$ cat src/rtl/csccr_pkg.sv
// constants, register map and types of the color-space control block
// assumes a single pclk domain and an apb master on the register side
// ============================================================
// How it works
// soft reset clears registers, flushes fifo, drops out valid and in ready
// control bit 30 set enters reset at once, even mid-frame
// reset stays while the reset flag stays set
// after clearing, wait for a frame start before passing data again
// frame-synced reset waits for frame end, then lasts 32 cycles
// frame-synced reset with no frame in progress starts at once
// stalled input keeps a pending frame-synced reset deferred
// frame size and conversion registers are written into shadow copies
// shadow copies go active at frame start only when commit flag is set
// frame start is user sideband bit 0 on an accepted input beat
// software clears commit flag around multi-register updates
// every register access moves a full 32-bit word
// frame is in progress from start beat until last beat of last line
package csccr_pkg;
  // ============================================================
  // register byte offsets
  localparam logic [11:0] CSCCR_CONTROL = 12'h000;
  localparam logic [11:0] CSCCR_STATUS = 12'h004;
  localparam logic [11:0] CSCCR_VERSION = 12'h010;
  localparam logic [11:0] CSCCR_ACTIVE_SIZE = 12'h020;
  localparam logic [11:0] CSCCR_CONV_BASE = 12'h100;
  localparam logic [11:0] CSCCR_CONV_LAST = 12'h130;
  localparam logic [11:0] CSCCR_ACT_SIZE_RD = 12'h040;
  localparam logic [11:0] CSCCR_ACT_CONV_RD = 12'h044;
  localparam int CSCCR_NUM_CONV = 13;
  // ============================================================
  // control fields
  localparam int CSCCR_CTL_ENABLE = 0;
  localparam int CSCCR_CTL_COMMIT = 1;
  localparam int CSCCR_CTL_AUTO_RST = 31;
  localparam int CSCCR_CTL_RESET = 30;
  // status fields
  localparam int CSCCR_ST_IN_FRAME = 0;
  localparam int CSCCR_ST_IN_RESET = 1;
  localparam int CSCCR_ST_SYNCED = 2;
  localparam int CSCCR_ST_AUTO_PEND = 3;
  // ============================================================
  // reset values
  localparam logic [31:0] CSCCR_CONTROL_RST = 32'h0000_0000;
  localparam logic [31:0] CSCCR_SIZE_RST = 32'h0000_0000;
  localparam logic [31:0] CSCCR_CONV_RST = 32'h0000_0000;
  // version value is arbitrary
  localparam logic [31:0] CSCCR_VERSION_VAL = 32'h0001_0000;
  // ============================================================
  // timing
  localparam int CSCCR_AUTO_RST_CYC = 32;
  // ============================================================
  typedef enum logic [2:0] {
    CSCCR_RUN = 3'b001,
    CSCCR_WAIT_END = 3'b010,
    CSCCR_HOLD = 3'b100
  } csccr_auto_t;
endpackage

$ cat src/rtl/csccr_fifo.sv
// small first-word-fall-through fifo with synchronous flush
// assumes one clock; flush overrides both sides
`timescale 1ns/100ps
module csccr_fifo #(
  parameter int WIDTH = 26,
  parameter int DEPTH = 4
) (
  input wire logic pclk,
  input wire logic presetn,
  input wire logic flush,
  input wire logic in_valid,
  output logic in_ready,
  input wire logic [WIDTH-1:0] in_data,
  output logic out_valid,
  input wire logic out_ready,
  output logic [WIDTH-1:0] out_data
);
  localparam int AW = $clog2(DEPTH);
  logic [WIDTH-1:0] mem [DEPTH];
  logic [AW-1:0] wr_ptr;
  logic [AW-1:0] rd_ptr;
  logic [AW:0] count;
  logic push;
  logic pop;

  assign in_ready = (count != (AW+1)'(DEPTH));
  assign out_valid = (count != '0);
  assign out_data = mem[rd_ptr];
  assign push = in_valid && in_ready;
  assign pop = out_valid && out_ready;

  always_ff @(posedge pclk) begin
    if (push) begin
      mem[wr_ptr] <= in_data;
    end
  end

  always_ff @(posedge pclk or negedge presetn) begin
    if (!presetn) begin
      wr_ptr <= '0;
      rd_ptr <= '0;
      count <= '0;
    end else if (flush) begin
      wr_ptr <= '0;
      rd_ptr <= '0;
      count <= '0;
    end else begin
      if (push) begin
        wr_ptr <= (wr_ptr == AW'(DEPTH-1)) ? '0 : wr_ptr + 1'b1;
      end
      if (pop) begin
        rd_ptr <= (rd_ptr == AW'(DEPTH-1)) ? '0 : rd_ptr + 1'b1;
      end
      count <= count + (AW+1)'(push) - (AW+1)'(pop);
    end
  end
endmodule

$ cat src/rtl/csccr_frame_track.sv
// frame tracker on the accepted input beats
// assumes tlast marks end of line and lines_per_frame is nonzero
`timescale 1ns/100ps
module csccr_frame_track (
  input wire logic pclk,
  input wire logic presetn,
  input wire logic clear,
  input wire logic beat,
  input wire logic sof,
  input wire logic eol,
  input wire logic [15:0] lines,
  output logic in_frame,
  output logic frame_end
);
  logic [15:0] line_cnt;

  always_ff @(posedge pclk or negedge presetn) begin
    if (!presetn) begin
      in_frame <= 1'b0;
      line_cnt <= 16'h0000;
      frame_end <= 1'b0;
    end else if (clear) begin
      in_frame <= 1'b0;
      line_cnt <= 16'h0000;
      frame_end <= 1'b0;
    end else begin
      frame_end <= 1'b0;
      if (beat && sof) begin
        in_frame <= !(eol && lines <= 16'h0001);
        line_cnt <= eol ? 16'h0001 : 16'h0000;
        frame_end <= eol && lines <= 16'h0001;
      end else if (beat && in_frame && eol) begin
        if (line_cnt + 16'h0001 >= lines) begin
          in_frame <= 1'b0;
          frame_end <= 1'b1;
          line_cnt <= 16'h0000;
        end else begin
          line_cnt <= line_cnt + 16'h0001;
        end
      end
    end
  end
endmodule

$ cat src/rtl/csccr_ctrl.sv
// control side of the color-space converter: apb registers, resets,
// shadow/active register sets and the gated stream path
// assumes apb master per amba apb; stream cores on tvalid/tready
`timescale 1ns/100ps
module csccr_ctrl
  import csccr_pkg::*;
#(
  parameter int DATA_W = 24,
  parameter int FIFO_DEPTH = 4
) (
  input wire logic pclk,
  input wire logic presetn,
  input wire logic psel,
  input wire logic penable,
  input wire logic pwrite,
  input wire logic [11:0] paddr,
  input wire logic [31:0] pwdata,
  output logic [31:0] prdata,
  output logic pready,
  output logic pslverr,
  input wire logic [DATA_W-1:0] in_tdata,
  input wire logic in_tvalid,
  input wire logic in_tlast,
  input wire logic in_frame_start_marker,
  output logic in_tready,
  output logic [DATA_W-1:0] out_tdata,
  output logic out_tvalid,
  output logic out_tlast,
  output logic out_tuser,
  input wire logic out_tready,
  output logic [31:0] active_size,
  output logic [32*CSCCR_NUM_CONV-1:0] active_conv,
  output logic core_in_reset
);
  // ============================================================
  // signals
  logic [31:0] control;
  logic [31:0] shadow_size;
  logic [31:0] shadow_conv [CSCCR_NUM_CONV];
  csccr_auto_t auto_st;
  csccr_auto_t next_auto_st;
  logic [5:0] hold_cnt;
  logic synced;
  logic soft_rst;
  logic auto_rst;
  logic rst_any;
  logic in_frame;
  logic frame_end;
  logic in_beat;
  logic in_sof;
  logic wr_acc;
  logic shadow_commit_enable;
  logic fifo_in_ready;
  logic fifo_out_valid;
  logic [DATA_W+1:0] fifo_out_data;
  logic pass;

  function automatic logic is_conv(input logic [11:0] a);
    return a >= CSCCR_CONV_BASE && a <= CSCCR_CONV_LAST && a[1:0] == 2'b00;
  endfunction

  function automatic int conv_idx(input logic [11:0] a);
    return int'((a - CSCCR_CONV_BASE) >> 2);
  endfunction

  // ============================================================
  // apb access; every access is a whole word, no byte lanes
  assign wr_acc = psel && penable && pwrite && pready;
  assign shadow_commit_enable = control[CSCCR_CTL_COMMIT];
  assign soft_rst = control[CSCCR_CTL_RESET];
  assign auto_rst = (auto_st == CSCCR_HOLD);
  assign rst_any = soft_rst || auto_rst;
  assign in_beat = in_tvalid && in_tready;
  assign in_sof = in_beat && in_frame_start_marker;

  always_ff @(posedge pclk or negedge presetn) begin
    if (!presetn) begin
      pready <= 1'b0;
    end else begin
      pready <= psel && !penable;
    end
  end

  always_ff @(posedge pclk or negedge presetn) begin
    if (!presetn) begin
      prdata <= 32'h0000_0000;
      pslverr <= 1'b0;
    end else if (psel && !penable) begin
      pslverr <= 1'b0;
      prdata <= 32'h0000_0000;
      if (paddr[1:0] != 2'b00) begin
        pslverr <= 1'b1;
      end else if (!pwrite) begin
        if (paddr == CSCCR_CONTROL) begin
          prdata <= control;
        end else if (paddr == CSCCR_STATUS) begin
          prdata <= {28'h0000000, auto_st != CSCCR_RUN, synced,
                     rst_any, in_frame};
        end else if (paddr == CSCCR_VERSION) begin
          prdata <= CSCCR_VERSION_VAL;
        end else if (paddr == CSCCR_ACTIVE_SIZE) begin
          prdata <= shadow_size;
        end else if (paddr == CSCCR_ACT_SIZE_RD) begin
          prdata <= active_size;
        end else if (is_conv(paddr)) begin
          prdata <= shadow_conv[conv_idx(paddr)];
        end else begin
          pslverr <= 1'b1;
        end
      end else if (!(paddr == CSCCR_CONTROL
                     || paddr == CSCCR_ACTIVE_SIZE || is_conv(paddr))) begin
        pslverr <= 1'b1;
      end
    end
  end

  // ============================================================
  // control register; reset bit survives only its own clear
  always_ff @(posedge pclk or negedge presetn) begin
    if (!presetn) begin
      control <= CSCCR_CONTROL_RST;
    end else if (wr_acc && paddr == CSCCR_CONTROL) begin
      control <= pwdata;
      control[CSCCR_CTL_AUTO_RST] <= 1'b0;
    end else if (rst_any) begin
      control <= CSCCR_CONTROL_RST;
      control[CSCCR_CTL_RESET] <= soft_rst;
    end
  end

  // ============================================================
  // shadow registers, written at once by software
  always_ff @(posedge pclk or negedge presetn) begin
    if (!presetn) begin
      shadow_size <= CSCCR_SIZE_RST;
      for (int i = 0; i < CSCCR_NUM_CONV; i++) begin
        shadow_conv[i] <= CSCCR_CONV_RST;
      end
    end else if (rst_any) begin
      shadow_size <= CSCCR_SIZE_RST;
      for (int i = 0; i < CSCCR_NUM_CONV; i++) begin
        shadow_conv[i] <= CSCCR_CONV_RST;
      end
    end else if (wr_acc) begin
      if (paddr == CSCCR_ACTIVE_SIZE) begin
        shadow_size <= pwdata;
      end else if (is_conv(paddr)) begin
        shadow_conv[conv_idx(paddr)] <= pwdata;
      end
    end
  end

  // ============================================================
  // active set, committed at start of frame when commit flag is set
  always_ff @(posedge pclk or negedge presetn) begin
    if (!presetn) begin
      active_size <= CSCCR_SIZE_RST;
      active_conv <= '0;
    end else if (rst_any) begin
      active_size <= CSCCR_SIZE_RST;
      active_conv <= '0;
    end else if (in_sof && shadow_commit_enable) begin
      active_size <= shadow_size;
      for (int i = 0; i < CSCCR_NUM_CONV; i++) begin
        active_conv[32*i +: 32] <= shadow_conv[i];
      end
    end
  end

  // ============================================================
  // frame tracking
  csccr_frame_track u_track (
    .pclk(pclk),
    .presetn(presetn),
    .clear(rst_any),
    .beat(in_beat),
    .sof(in_frame_start_marker),
    .eol(in_tlast),
    .lines(active_size[31:16]),
    .in_frame(in_frame),
    .frame_end(frame_end)
  );

  // ============================================================
  // frame-synced reset sequencer
  always_comb begin
    next_auto_st = auto_st;
    case (auto_st)
      CSCCR_RUN: begin
        if (wr_acc && paddr == CSCCR_CONTROL
            && pwdata[CSCCR_CTL_AUTO_RST]) begin
          next_auto_st = in_frame ? CSCCR_WAIT_END : CSCCR_HOLD;
        end
      end
      CSCCR_WAIT_END: begin
        if (frame_end || in_sof || soft_rst) begin
          next_auto_st = CSCCR_HOLD;
        end
      end
      CSCCR_HOLD: begin
        if (hold_cnt == 6'(CSCCR_AUTO_RST_CYC - 1)) begin
          next_auto_st = CSCCR_RUN;
        end
      end
      default: next_auto_st = CSCCR_RUN;
    endcase
  end

  always_ff @(posedge pclk or negedge presetn) begin
    if (!presetn) begin
      auto_st <= CSCCR_RUN;
    end else begin
      auto_st <= next_auto_st;
    end
  end

  always_ff @(posedge pclk or negedge presetn) begin
    if (!presetn) begin
      hold_cnt <= 6'h00;
    end else if (auto_st == CSCCR_HOLD) begin
      hold_cnt <= hold_cnt + 6'h01;
    end else begin
      hold_cnt <= 6'h00;
    end
  end

  // ============================================================
  // resync: after reset, drop beats until a frame start arrives
  always_ff @(posedge pclk or negedge presetn) begin
    if (!presetn) begin
      synced <= 1'b0;
    end else if (rst_any) begin
      synced <= 1'b0;
    end else if (in_sof) begin
      synced <= 1'b1;
    end
  end

  // ============================================================
  // stream path through the fifo
  assign pass = synced || in_frame_start_marker;

  always_ff @(posedge pclk or negedge presetn) begin
    if (!presetn) begin
      in_tready <= 1'b0;
    end else begin
      // ready lags a cycle: pause after each push so the fifo never overruns
      in_tready <= !rst_any && fifo_in_ready && !(in_beat && pass);
    end
  end

  csccr_fifo #(
    .WIDTH(DATA_W + 2),
    .DEPTH(FIFO_DEPTH)
  ) u_fifo (
    .pclk(pclk),
    .presetn(presetn),
    .flush(rst_any),
    .in_valid(in_beat && pass),
    .in_ready(fifo_in_ready),
    .in_data({in_frame_start_marker, in_tlast, in_tdata}),
    .out_valid(fifo_out_valid),
    .out_ready(!out_tvalid || out_tready),
    .out_data(fifo_out_data)
  );

  always_ff @(posedge pclk or negedge presetn) begin
    if (!presetn) begin
      out_tvalid <= 1'b0;
      out_tdata <= '0;
      out_tlast <= 1'b0;
      out_tuser <= 1'b0;
    end else if (rst_any) begin
      out_tvalid <= 1'b0;
    end else if (!out_tvalid || out_tready) begin
      out_tvalid <= fifo_out_valid;
      out_tdata <= fifo_out_data[DATA_W-1:0];
      out_tlast <= fifo_out_data[DATA_W];
      out_tuser <= fifo_out_data[DATA_W+1];
    end
  end

  always_ff @(posedge pclk or negedge presetn) begin
    if (!presetn) begin
      core_in_reset <= 1'b0;
    end else begin
      core_in_reset <= rst_any;
    end
  end

  // ============================================================
  // checks
  logic [6:0] hold_seen;

  // independent count of cycles spent in auto reset
  always_ff @(posedge pclk or negedge presetn) begin
    if (!presetn) begin
      hold_seen <= 7'h00;
    end else if (auto_rst) begin
      hold_seen <= hold_seen + 7'h01;
    end else begin
      hold_seen <= 7'h00;
    end
  end

  a_hold_len: assert property (@(posedge pclk) disable iff (!presetn)
    $fell(auto_rst) |-> hold_seen == 7'(CSCCR_AUTO_RST_CYC))
    else $error("auto reset length wrong");
  a_idle_start: assert property (@(posedge pclk) disable iff (!presetn)
    (auto_st == CSCCR_RUN && !in_frame && wr_acc && paddr == CSCCR_CONTROL
     && pwdata[CSCCR_CTL_AUTO_RST]) |=> auto_rst)
    else $error("idle auto reset not immediate");
  a_defer_busy: assert property (@(posedge pclk) disable iff (!presetn)
    (auto_st == CSCCR_WAIT_END && !frame_end && !in_sof && !soft_rst)
    |=> !auto_rst)
    else $error("auto reset not deferred");
  a_soft_hold: assert property (@(posedge pclk) disable iff (!presetn)
    soft_rst |=> (!in_tready && !out_tvalid))
    else $error("stream not held in reset");
  a_soft_stays: assert property (@(posedge pclk) disable iff (!presetn)
    (soft_rst && !(wr_acc && paddr == CSCCR_CONTROL)) |=> soft_rst)
    else $error("reset flag dropped by itself");
  a_soft_enter: assert property (@(posedge pclk) disable iff (!presetn)
    (wr_acc && paddr == CSCCR_CONTROL && pwdata[CSCCR_CTL_RESET])
    |=> rst_any ##1 core_in_reset)
    else $error("reset not immediate");
  a_commit_keep: assert property (@(posedge pclk) disable iff (!presetn)
    (in_sof && !shadow_commit_enable && !rst_any) |=> $stable(active_size))
    else $error("active set changed without commit");
  a_commit_take: assert property (@(posedge pclk)
    disable iff (!presetn) (in_sof && shadow_commit_enable && !rst_any)
    |=> active_size == $past(shadow_size))
    else $error("commit missed");
  a_shadow_wr: assert property (@(posedge pclk) disable iff (!presetn)
    (wr_acc && paddr == CSCCR_ACTIVE_SIZE && !rst_any)
    |=> shadow_size == $past(pwdata))
    else $error("shadow write lost");
  a_resync: assert property (@(posedge pclk) disable iff (!presetn)
    $fell(rst_any) |-> !synced)
    else $error("no resync after reset");
  c_auto_idle: cover property (@(posedge pclk) disable iff (!presetn)
    auto_st == CSCCR_RUN ##1 auto_st == CSCCR_HOLD);
  c_auto_wait: cover property (@(posedge pclk) disable iff (!presetn)
    auto_st == CSCCR_WAIT_END ##[1:1000] auto_st == CSCCR_HOLD);
  c_commit: cover property (@(posedge pclk) disable iff (!presetn)
    in_sof && shadow_commit_enable);
  c_soft: cover property (@(posedge pclk) disable iff (!presetn)
    $fell(soft_rst));
endmodule

$ cat config.mk
export PLATFORM = sky130hd
export DESIGN_NAME = csccr_ctrl
export DESIGN_NICKNAME = d
export VERILOG_FILES = /design/src/rtl/csccr_pkg.sv /design/src/rtl/csccr_fifo.sv /design/src/rtl/csccr_frame_track.sv /design/src/rtl/csccr_ctrl.sv
export SDC_FILE = /design/constraint.sdc
export NUM_CORES = 2
export LEC_CHECK = 0
export BUFFER_PORTS_ARGS = -buffer_cell sky130_fd_sc_hd__buf_2
export CAP_MARGIN = 40
export CORE_UTILIZATION = 25
export CTS_BUF_LIST = sky130_fd_sc_hd__clkbuf_8
export CTS_CLUSTER_SIZE = 16
export DETAILED_ROUTE_END_ITERATION = 7
export GPL_TIMING_DRIVEN = 0
export MAX_ROUTING_LAYER = met4
export SLEW_MARGIN = 20
export SYNTH_ARGS = -nofsm -noshare
export SYNTH_HDL_FRONTEND = slang
export SYNTH_HIERARCHICAL = 1
export SYNTH_SLANG_ARGS = --single-unit
$ cat constraint.sdc
create_clock -name pclk -period 4.4 [get_ports pclk]
set_input_delay 0.88 -clock pclk [delete_from_list [all_inputs] [get_ports pclk]]
set_output_delay 0.88 -clock pclk [all_outputs]
set_load 0.005 [all_outputs]
Yosys cells after proc, flatten, opt, wreduce, memory -nomap -nowiden:

Memory sizes are Yosys's and may differ from the RTL's. A register that Yosys moved wholly into a read port is not among the register bits.
Index checks and enable logic that the tools add are counted.

* reduce and logical (&&, ||, !) cells: 53
* eq/ne operators: 16
* mux-type cells: 68
* bitwise logic cells: 2
* order comparisons: 6
* $add $sub $neg: 7

Operator list (count)
* $mux W416: 6
* $mux W32: 18
* $bwmux W416: 1
* $bmux W32 S4: 1
* $demux W32 S4: 1
* $mux W16: 4
* $ge A32 B5 Y1 const B: 1
* $lt A32 B1 Y1 const B: 1
* $not A30 Y32: 1
* $mux W1: 24
* $logic_and A1 B1 Y1: 20
* $reduce_bool A2 Y1: 10
* $add A16 B1 Y16 const B: 1
* $ge A16 B16 Y1: 1
* $le A16 B1 Y1 const B: 1
* $mux W3: 5
* $sub A12 B9 Y13 const B: 1
* $eq A12 B3 Y1 const B: 1
* $eq A12 B5 Y1 const B: 1
* $eq A12 B6 Y1 const B: 1
* $eq A12 B7 Y1 const B: 1
* $ge A12 B9 Y1 const B: 1
* $le A12 B9 Y1 const B: 1
* $logic_not A12 Y1: 1
* other kinds (23): 48

* output and inout port bits: 511
* flip-flop bits (word level): 1000
* bits in writable memories: 104
* memories kept: 1
* input port bits: 77
* logic and storage cells: 186

Memories
* u_fifo.mem: words 4, width 26, rd ports 1, clocked after Yosys merged registers in 1, write ports 1, RTL line csccr_fifo.sv:19 `logic [WIDTH-1:0] mem [DEPTH];`

Logic depth before layout (Yosys ltp):

* depth in word-level cells: 13
* depth in mapped cells: 13
* mapped depth without buffers: 12

Hierarchy:

The synthesis kept the hierarchy.

Modules (own cells, without submodules)
* csccr_ctrl: area an instance 43285.3 µm², seq. area each 25025.3 µm², instances 1, cells each 3906
* csccr_fifo: area an instance 4231.6 µm², seq. area each 3298.2 µm², instances 1, cells each 183
* csccr_frame_track: area an instance 1600.3 µm², seq. area each 450.4 µm², instances 1, cells each 194

Least setup slack after synthesis:

No wires, ideal clock.

* path type: flip-flop to flip-flop
* from: register u_track.line_cnt[0]
* to: register u_track.line_cnt[11]
* data required time: 4.310 ns
* stages on the path, launching flop included: 13
* setup time: 0.090 ns
* setup slack: 1.181 ns
* path buffers: 1
* clock period less this slack: 3.219 ns
* arrival: 3.129 ns
* cells stage by stage: dfrtp_1 > ha_1 > nand3_4 > or4_1 > buf_2 > or3_1 > nand2_1 > ha_1 > nand2_1 > o21a_1 > nor4b_1 > nand3_1 > o211ai_1

* cells in the longest elaborated chain, start to end: 6

Ends and longest elaborated chain
* start: declaration: RTL line csccr_frame_track.sv:15 `logic [15:0] line_cnt;`
* start signal: assignment: RTL line csccr_frame_track.sv:30 `line_cnt <= eol ? 16'h0001 : 16'h0000;`
* start signal: assignment: RTL line csccr_frame_track.sv:38 `line_cnt <= line_cnt + 16'h0001;`
* $add A16 B1 Y16 (*): RTL line csccr_frame_track.sv:33, csccr_frame_track.sv:38
* $ge A16 B16 Y1: RTL line csccr_frame_track.sv:33 `if (line_cnt + 16'h0001 >= lines) begin`
* $mux W16 (*): RTL line csccr_frame_track.sv:33
* $mux W16 (*): RTL line csccr_frame_track.sv:32 `end else if (beat && in_frame && eol) begin`
* $mux W16 (*): RTL line csccr_frame_track.sv:28 `if (beat && sof) begin`
* $mux W16 (*): RTL line csccr_frame_track.sv:22 `end else if (clear) begin`

Mark *: on every way between the ends. The rest lies on a longest branch, timed or not. The select of a mux whose other input is x is not followed.
A chain may end at the register's enable or synchronous reset.

Worst setup path in the final report:

* from: register u_track.line_cnt[0]
* to: register u_track.line_cnt[6]

The elaborated chain is that of the path after synthesis.

==> qor.txt <==
Type of element launching the critical path = flop
Input/output buffers = 586
Cell area power density = 446 nW/um^2
Fin crit share = 88.8%
Number of instances in the synthesized netlist = 4283
Syn Std Cell Area = 49100 sq um
Number of buffers created by CTS = 191
Worst path max stage delay = 0.51 ns
Number of clock sinks = 1129
Vias in the first global route = 41600
Setup TNS = 0 ns
Final routed DRC violation total = 0
Global-route met1 utilization = 27.3%
Area share of the largest cell type after synthesis = 52.2%
Initial antenna violation count = 38
Starting density of the core = 25.2%
Clock period minus final worst setup slack = 3.91 ns
Number of vias per cell = 5.39
Final count of pins violating max slew = 0
Number of storage elements in the synthesis netlist = 1129
Maximum count of clock buffers along a single path = 3
DR pass1 iterations = 6
Tightest slew margin relative to the limit = 37.3%
Share of the yosys chip area belonging to registers = 58.6%
GR met2 Demand/Resource = 39.1%
Number of enable-type register cells in the synthesized netlist = 104
Maximum vdd drop = 0.235 mV
Area fraction in compound gates after synthesis = 19.6%
Critical-path maximum fanout = 9
Clock tree from TritonCTS = done
Die height = 445 um
Total number of nets in the final design = 5224
Horiz. Die Dim = 445 um
DRT iter0 DRCs = 4653
Fmax achieved = 256 MHz
Arrival time of data at the critical path endpoint = 4.78 ns
Final-report hold violation count = 0
Dominant register cell in the synthesized netlist = sky130_fd_sc_hd__dfrtp_1
Routed length per placed instance = 31.0 um
Vias after detailed routing = 42700
Tightest Pin Transition = 0.940 ns
Clock tree root buffer cell = sky130_fd_sc_hd__clkbuf_8
Xor-xnor portion of the synthesized cell area = 0.285%
Number of cells on the worst hold path = 1
Antenna-violating nets left = 0
Crit-path cells = ha_1, nand3_4, or4_1, buf_2, or3_1, nand2_1, ha_1, nand4_1, nor3_1, a22oi_1, nand3_1, o211ai_1
Core area = 195000 sq um
Post-detail-place hpwl = 190000 um
Largest family of logic cells by synthesized area = compound AO/OA/AOI/OAI gates
Share of cells above drive strength 1 = 22.1%
Final Skew = 0.103 ns
Biggest area contributors in the synthesized netlist = sky130_fd_sc_hd__dfrtp_1, sky130_fd_sc_hd__a22o_1, sky130_fd_sc_hd__edfxtp_1, sky130_fd_sc_hd__mux4_2, sky130_fd_sc_hd__a21oi_1
Run status = completed
Met3 Track Usage GR = 7.42%
CTS clock-pin slew for the worst setup and hold paths = 0.06 ns
Setup Viol. Count Final = 0
H-tree depth = 4
Hold-fix buffers at CTS = 1
Total routing usage reported by global routing = 24.9%
Post-synth top area cell = sky130_fd_sc_hd__dfrtp_1
Post-layout power = 26800 uW
Post-synth top cells = sky130_fd_sc_hd__dfrtp_1, sky130_fd_sc_hd__a22o_1, sky130_fd_sc_hd__a21oi_1
Pin count of the biggest net entering global routing = 140
Portion of netlist area occupied by mux cells = 8.25%
Number of setup buffers added after CTS = 0
Site row count = 162
Highest-utilization routing layer at the global route stage = met2
Worst-skew pair later-pin latency = 1.03 ns
MaxCap Viol Count = 0
Average cell area after synthesis = 11.5 sq um
Synthesized netlist net count = 4388
First-pass GRT wire length = 337000 um
Kind of critical path = reg -> reg
Most used cell along the critical path = sky130_fd_sc_hd__ha_1
Warnings from Yosys = 6
Cell leakage power = 0.0275 uW
Simple logic cell fraction of the synthesized area = 8.45%
Congestion Overflow GR = 0
Crit end category = flop
Endpoint required time on the critical path = 5.27 ns
Cell type of the slowest stage on the worst timing path = sky130_fd_sc_hd__or4_1
Number of instances resized during post-cts repair = 0
Area growth from synthesis to layout = 22.4%
Io pins = 588
Routed WL = 245000 um
Adder-cell area share of the yosys netlist = 0.729%
Most common cell in the synthesized netlist = sky130_fd_sc_hd__dfrtp_1
Min-Delay Path Class = in -> reg
Setup repair after global routing missed its margin = no
Fraction of registers with async set/reset = 90.8%
Die area = 198000 sq um
Count of cells along the worst register-to-register path = 12
Post-synth cell types = 74
Routability Congestion = 0.992
==> routing by layer <==
layer	up-vias	wire length, um
li1	17700	-
met1	21900	86200
met2	2457	114000
met3	693	24100
met4	0	20600
met5	-	0
==> sequential cells by signal (all words and copies together) (netlist names) <==
register / cells
active_conv: 416
active_size: 32
auto_st: 3
control: 31
core_in_reset: 1
hold_cnt: 6
in_tready: 1
out_tdata: 24
out_tlast: 1
out_tuser: 1
out_tvalid: 1
prdata: 32
pready: 1
pslverr: 1
shadow_conv: 416
shadow_size: 32
synced: 1
u_fifo/count: 3
u_fifo/mem: 104
u_fifo/rd_ptr: 2
u_fifo/wr_ptr: 2
u_track/frame_end: 1
u_track/in_frame: 1
u_track/line_cnt: 16
==> layout make-up <==
type	instances	area (sq um)
antenna	28	70.1
buffer	455	1860
clock buffer	231	3180
clock inverter	117	731
fill	20200	135000
inverter	52	195
multi-input combinational	2647	18300
sequential	1129	28800
tap	2624	3280
timing repair buffer	643	3710
==> where the power goes <==
part | switching, uW | internal, uW
clock | 4810 | 4910
combinational | 3340 | 1640
sequential | 737 | 11400
==> kinds of logic (layout without fill, tap and decap cells) <==
group           Yosys count  count (layout)
compound gates         1501            1501
flops                  1129            1129
simple gates            853             853
buf+inv                 507            1498
mux                     249             249
fa+ha+maj                28              28
xor+xnor                 16              16
other cells               0              28
==> worst paths after layout <==
check                                                start                         endpoint  slack [ns]
setup / recovery           u_track/line_cnt[0]$_DFFE_PN0P_  u_track/line_cnt[6]$_DFFE_PN0P_        0.49
hold / removal                                 in_tdata[8]       u_fifo/mem[2][8]$_DFFE_PP_        0.12
setup reg to reg           u_track/line_cnt[0]$_DFFE_PN0P_  u_track/line_cnt[6]$_DFFE_PN0P_        0.49
hold reg to reg               shadow_conv[160]$_DFFE_PN0P_     active_conv[224]$_DFFE_PN0P_        0.47
max in group asynchronous                          presetn     active_conv[154]$_DFFE_PN0P_        1.17
min in group asynchronous                          presetn      active_conv[47]$_DFFE_PN0P_        0.47
==> critical path, delay by kind of cell, from the launching register on <==
family / cells / cell delay [ns]
AND/OR/NAND/NOR: 7 / 1.86
AO/OA/AOI/OAI: 2 / 0.76
adder cells (fa/ha/maj): 2 / 0.55
flip-flops: 1 / 0.45
buffers and inverters: 1 / 0.17
==> cells in the final DEF, fill, tap and decap left out, types with 28 or more instances in the layout <==
| cell type | n |
|---|---|
| sky130_fd_sc_hd__buf_6 | 39 |
| sky130_fd_sc_hd__nand2_1 | 288 |
| sky130_fd_sc_hd__clkbuf_8 | 231 |
| sky130_fd_sc_hd__dfrtp_1 | 1024 |
| sky130_fd_sc_hd__nor2_1 | 44 |
| sky130_fd_sc_hd__diode_2 | 28 |
| sky130_fd_sc_hd__a21oi_1 | 458 |
| sky130_fd_sc_hd__nand3_1 | 395 |
| sky130_fd_sc_hd__o21ai_0 | 420 |
| sky130_fd_sc_hd__a22o_1 | 460 |
| sky130_fd_sc_hd__inv_1 | 134 |
| sky130_fd_sc_hd__mux4_2 | 122 |
| sky130_fd_sc_hd__clkbuf_1 | 357 |
| sky130_fd_sc_hd__buf_2 | 637 |
| sky130_fd_sc_hd__edfxtp_1 | 104 |
| sky130_fd_sc_hd__o22ai_1 | 34 |
| sky130_fd_sc_hd__mux2i_1 | 100 |
==> stage by stage <==
step	hold slack (ns)	worst slack, ns	util, %	cells	area (sq um)
floorplan	0.455	1.18	-	4283	49100
CTS	0.0402	0.475	30.8	7891	60000
global route	0.0683	0.227	30.8	7918	60100
finish	0.117	0.491	30.8	7926	60100
detailed placement	0.473	0.0575	28.8	7542	56100
global placement	0.469	-20.54	28.4	7493	55300
Note: power is estimated with default switching activity, not from simulation.
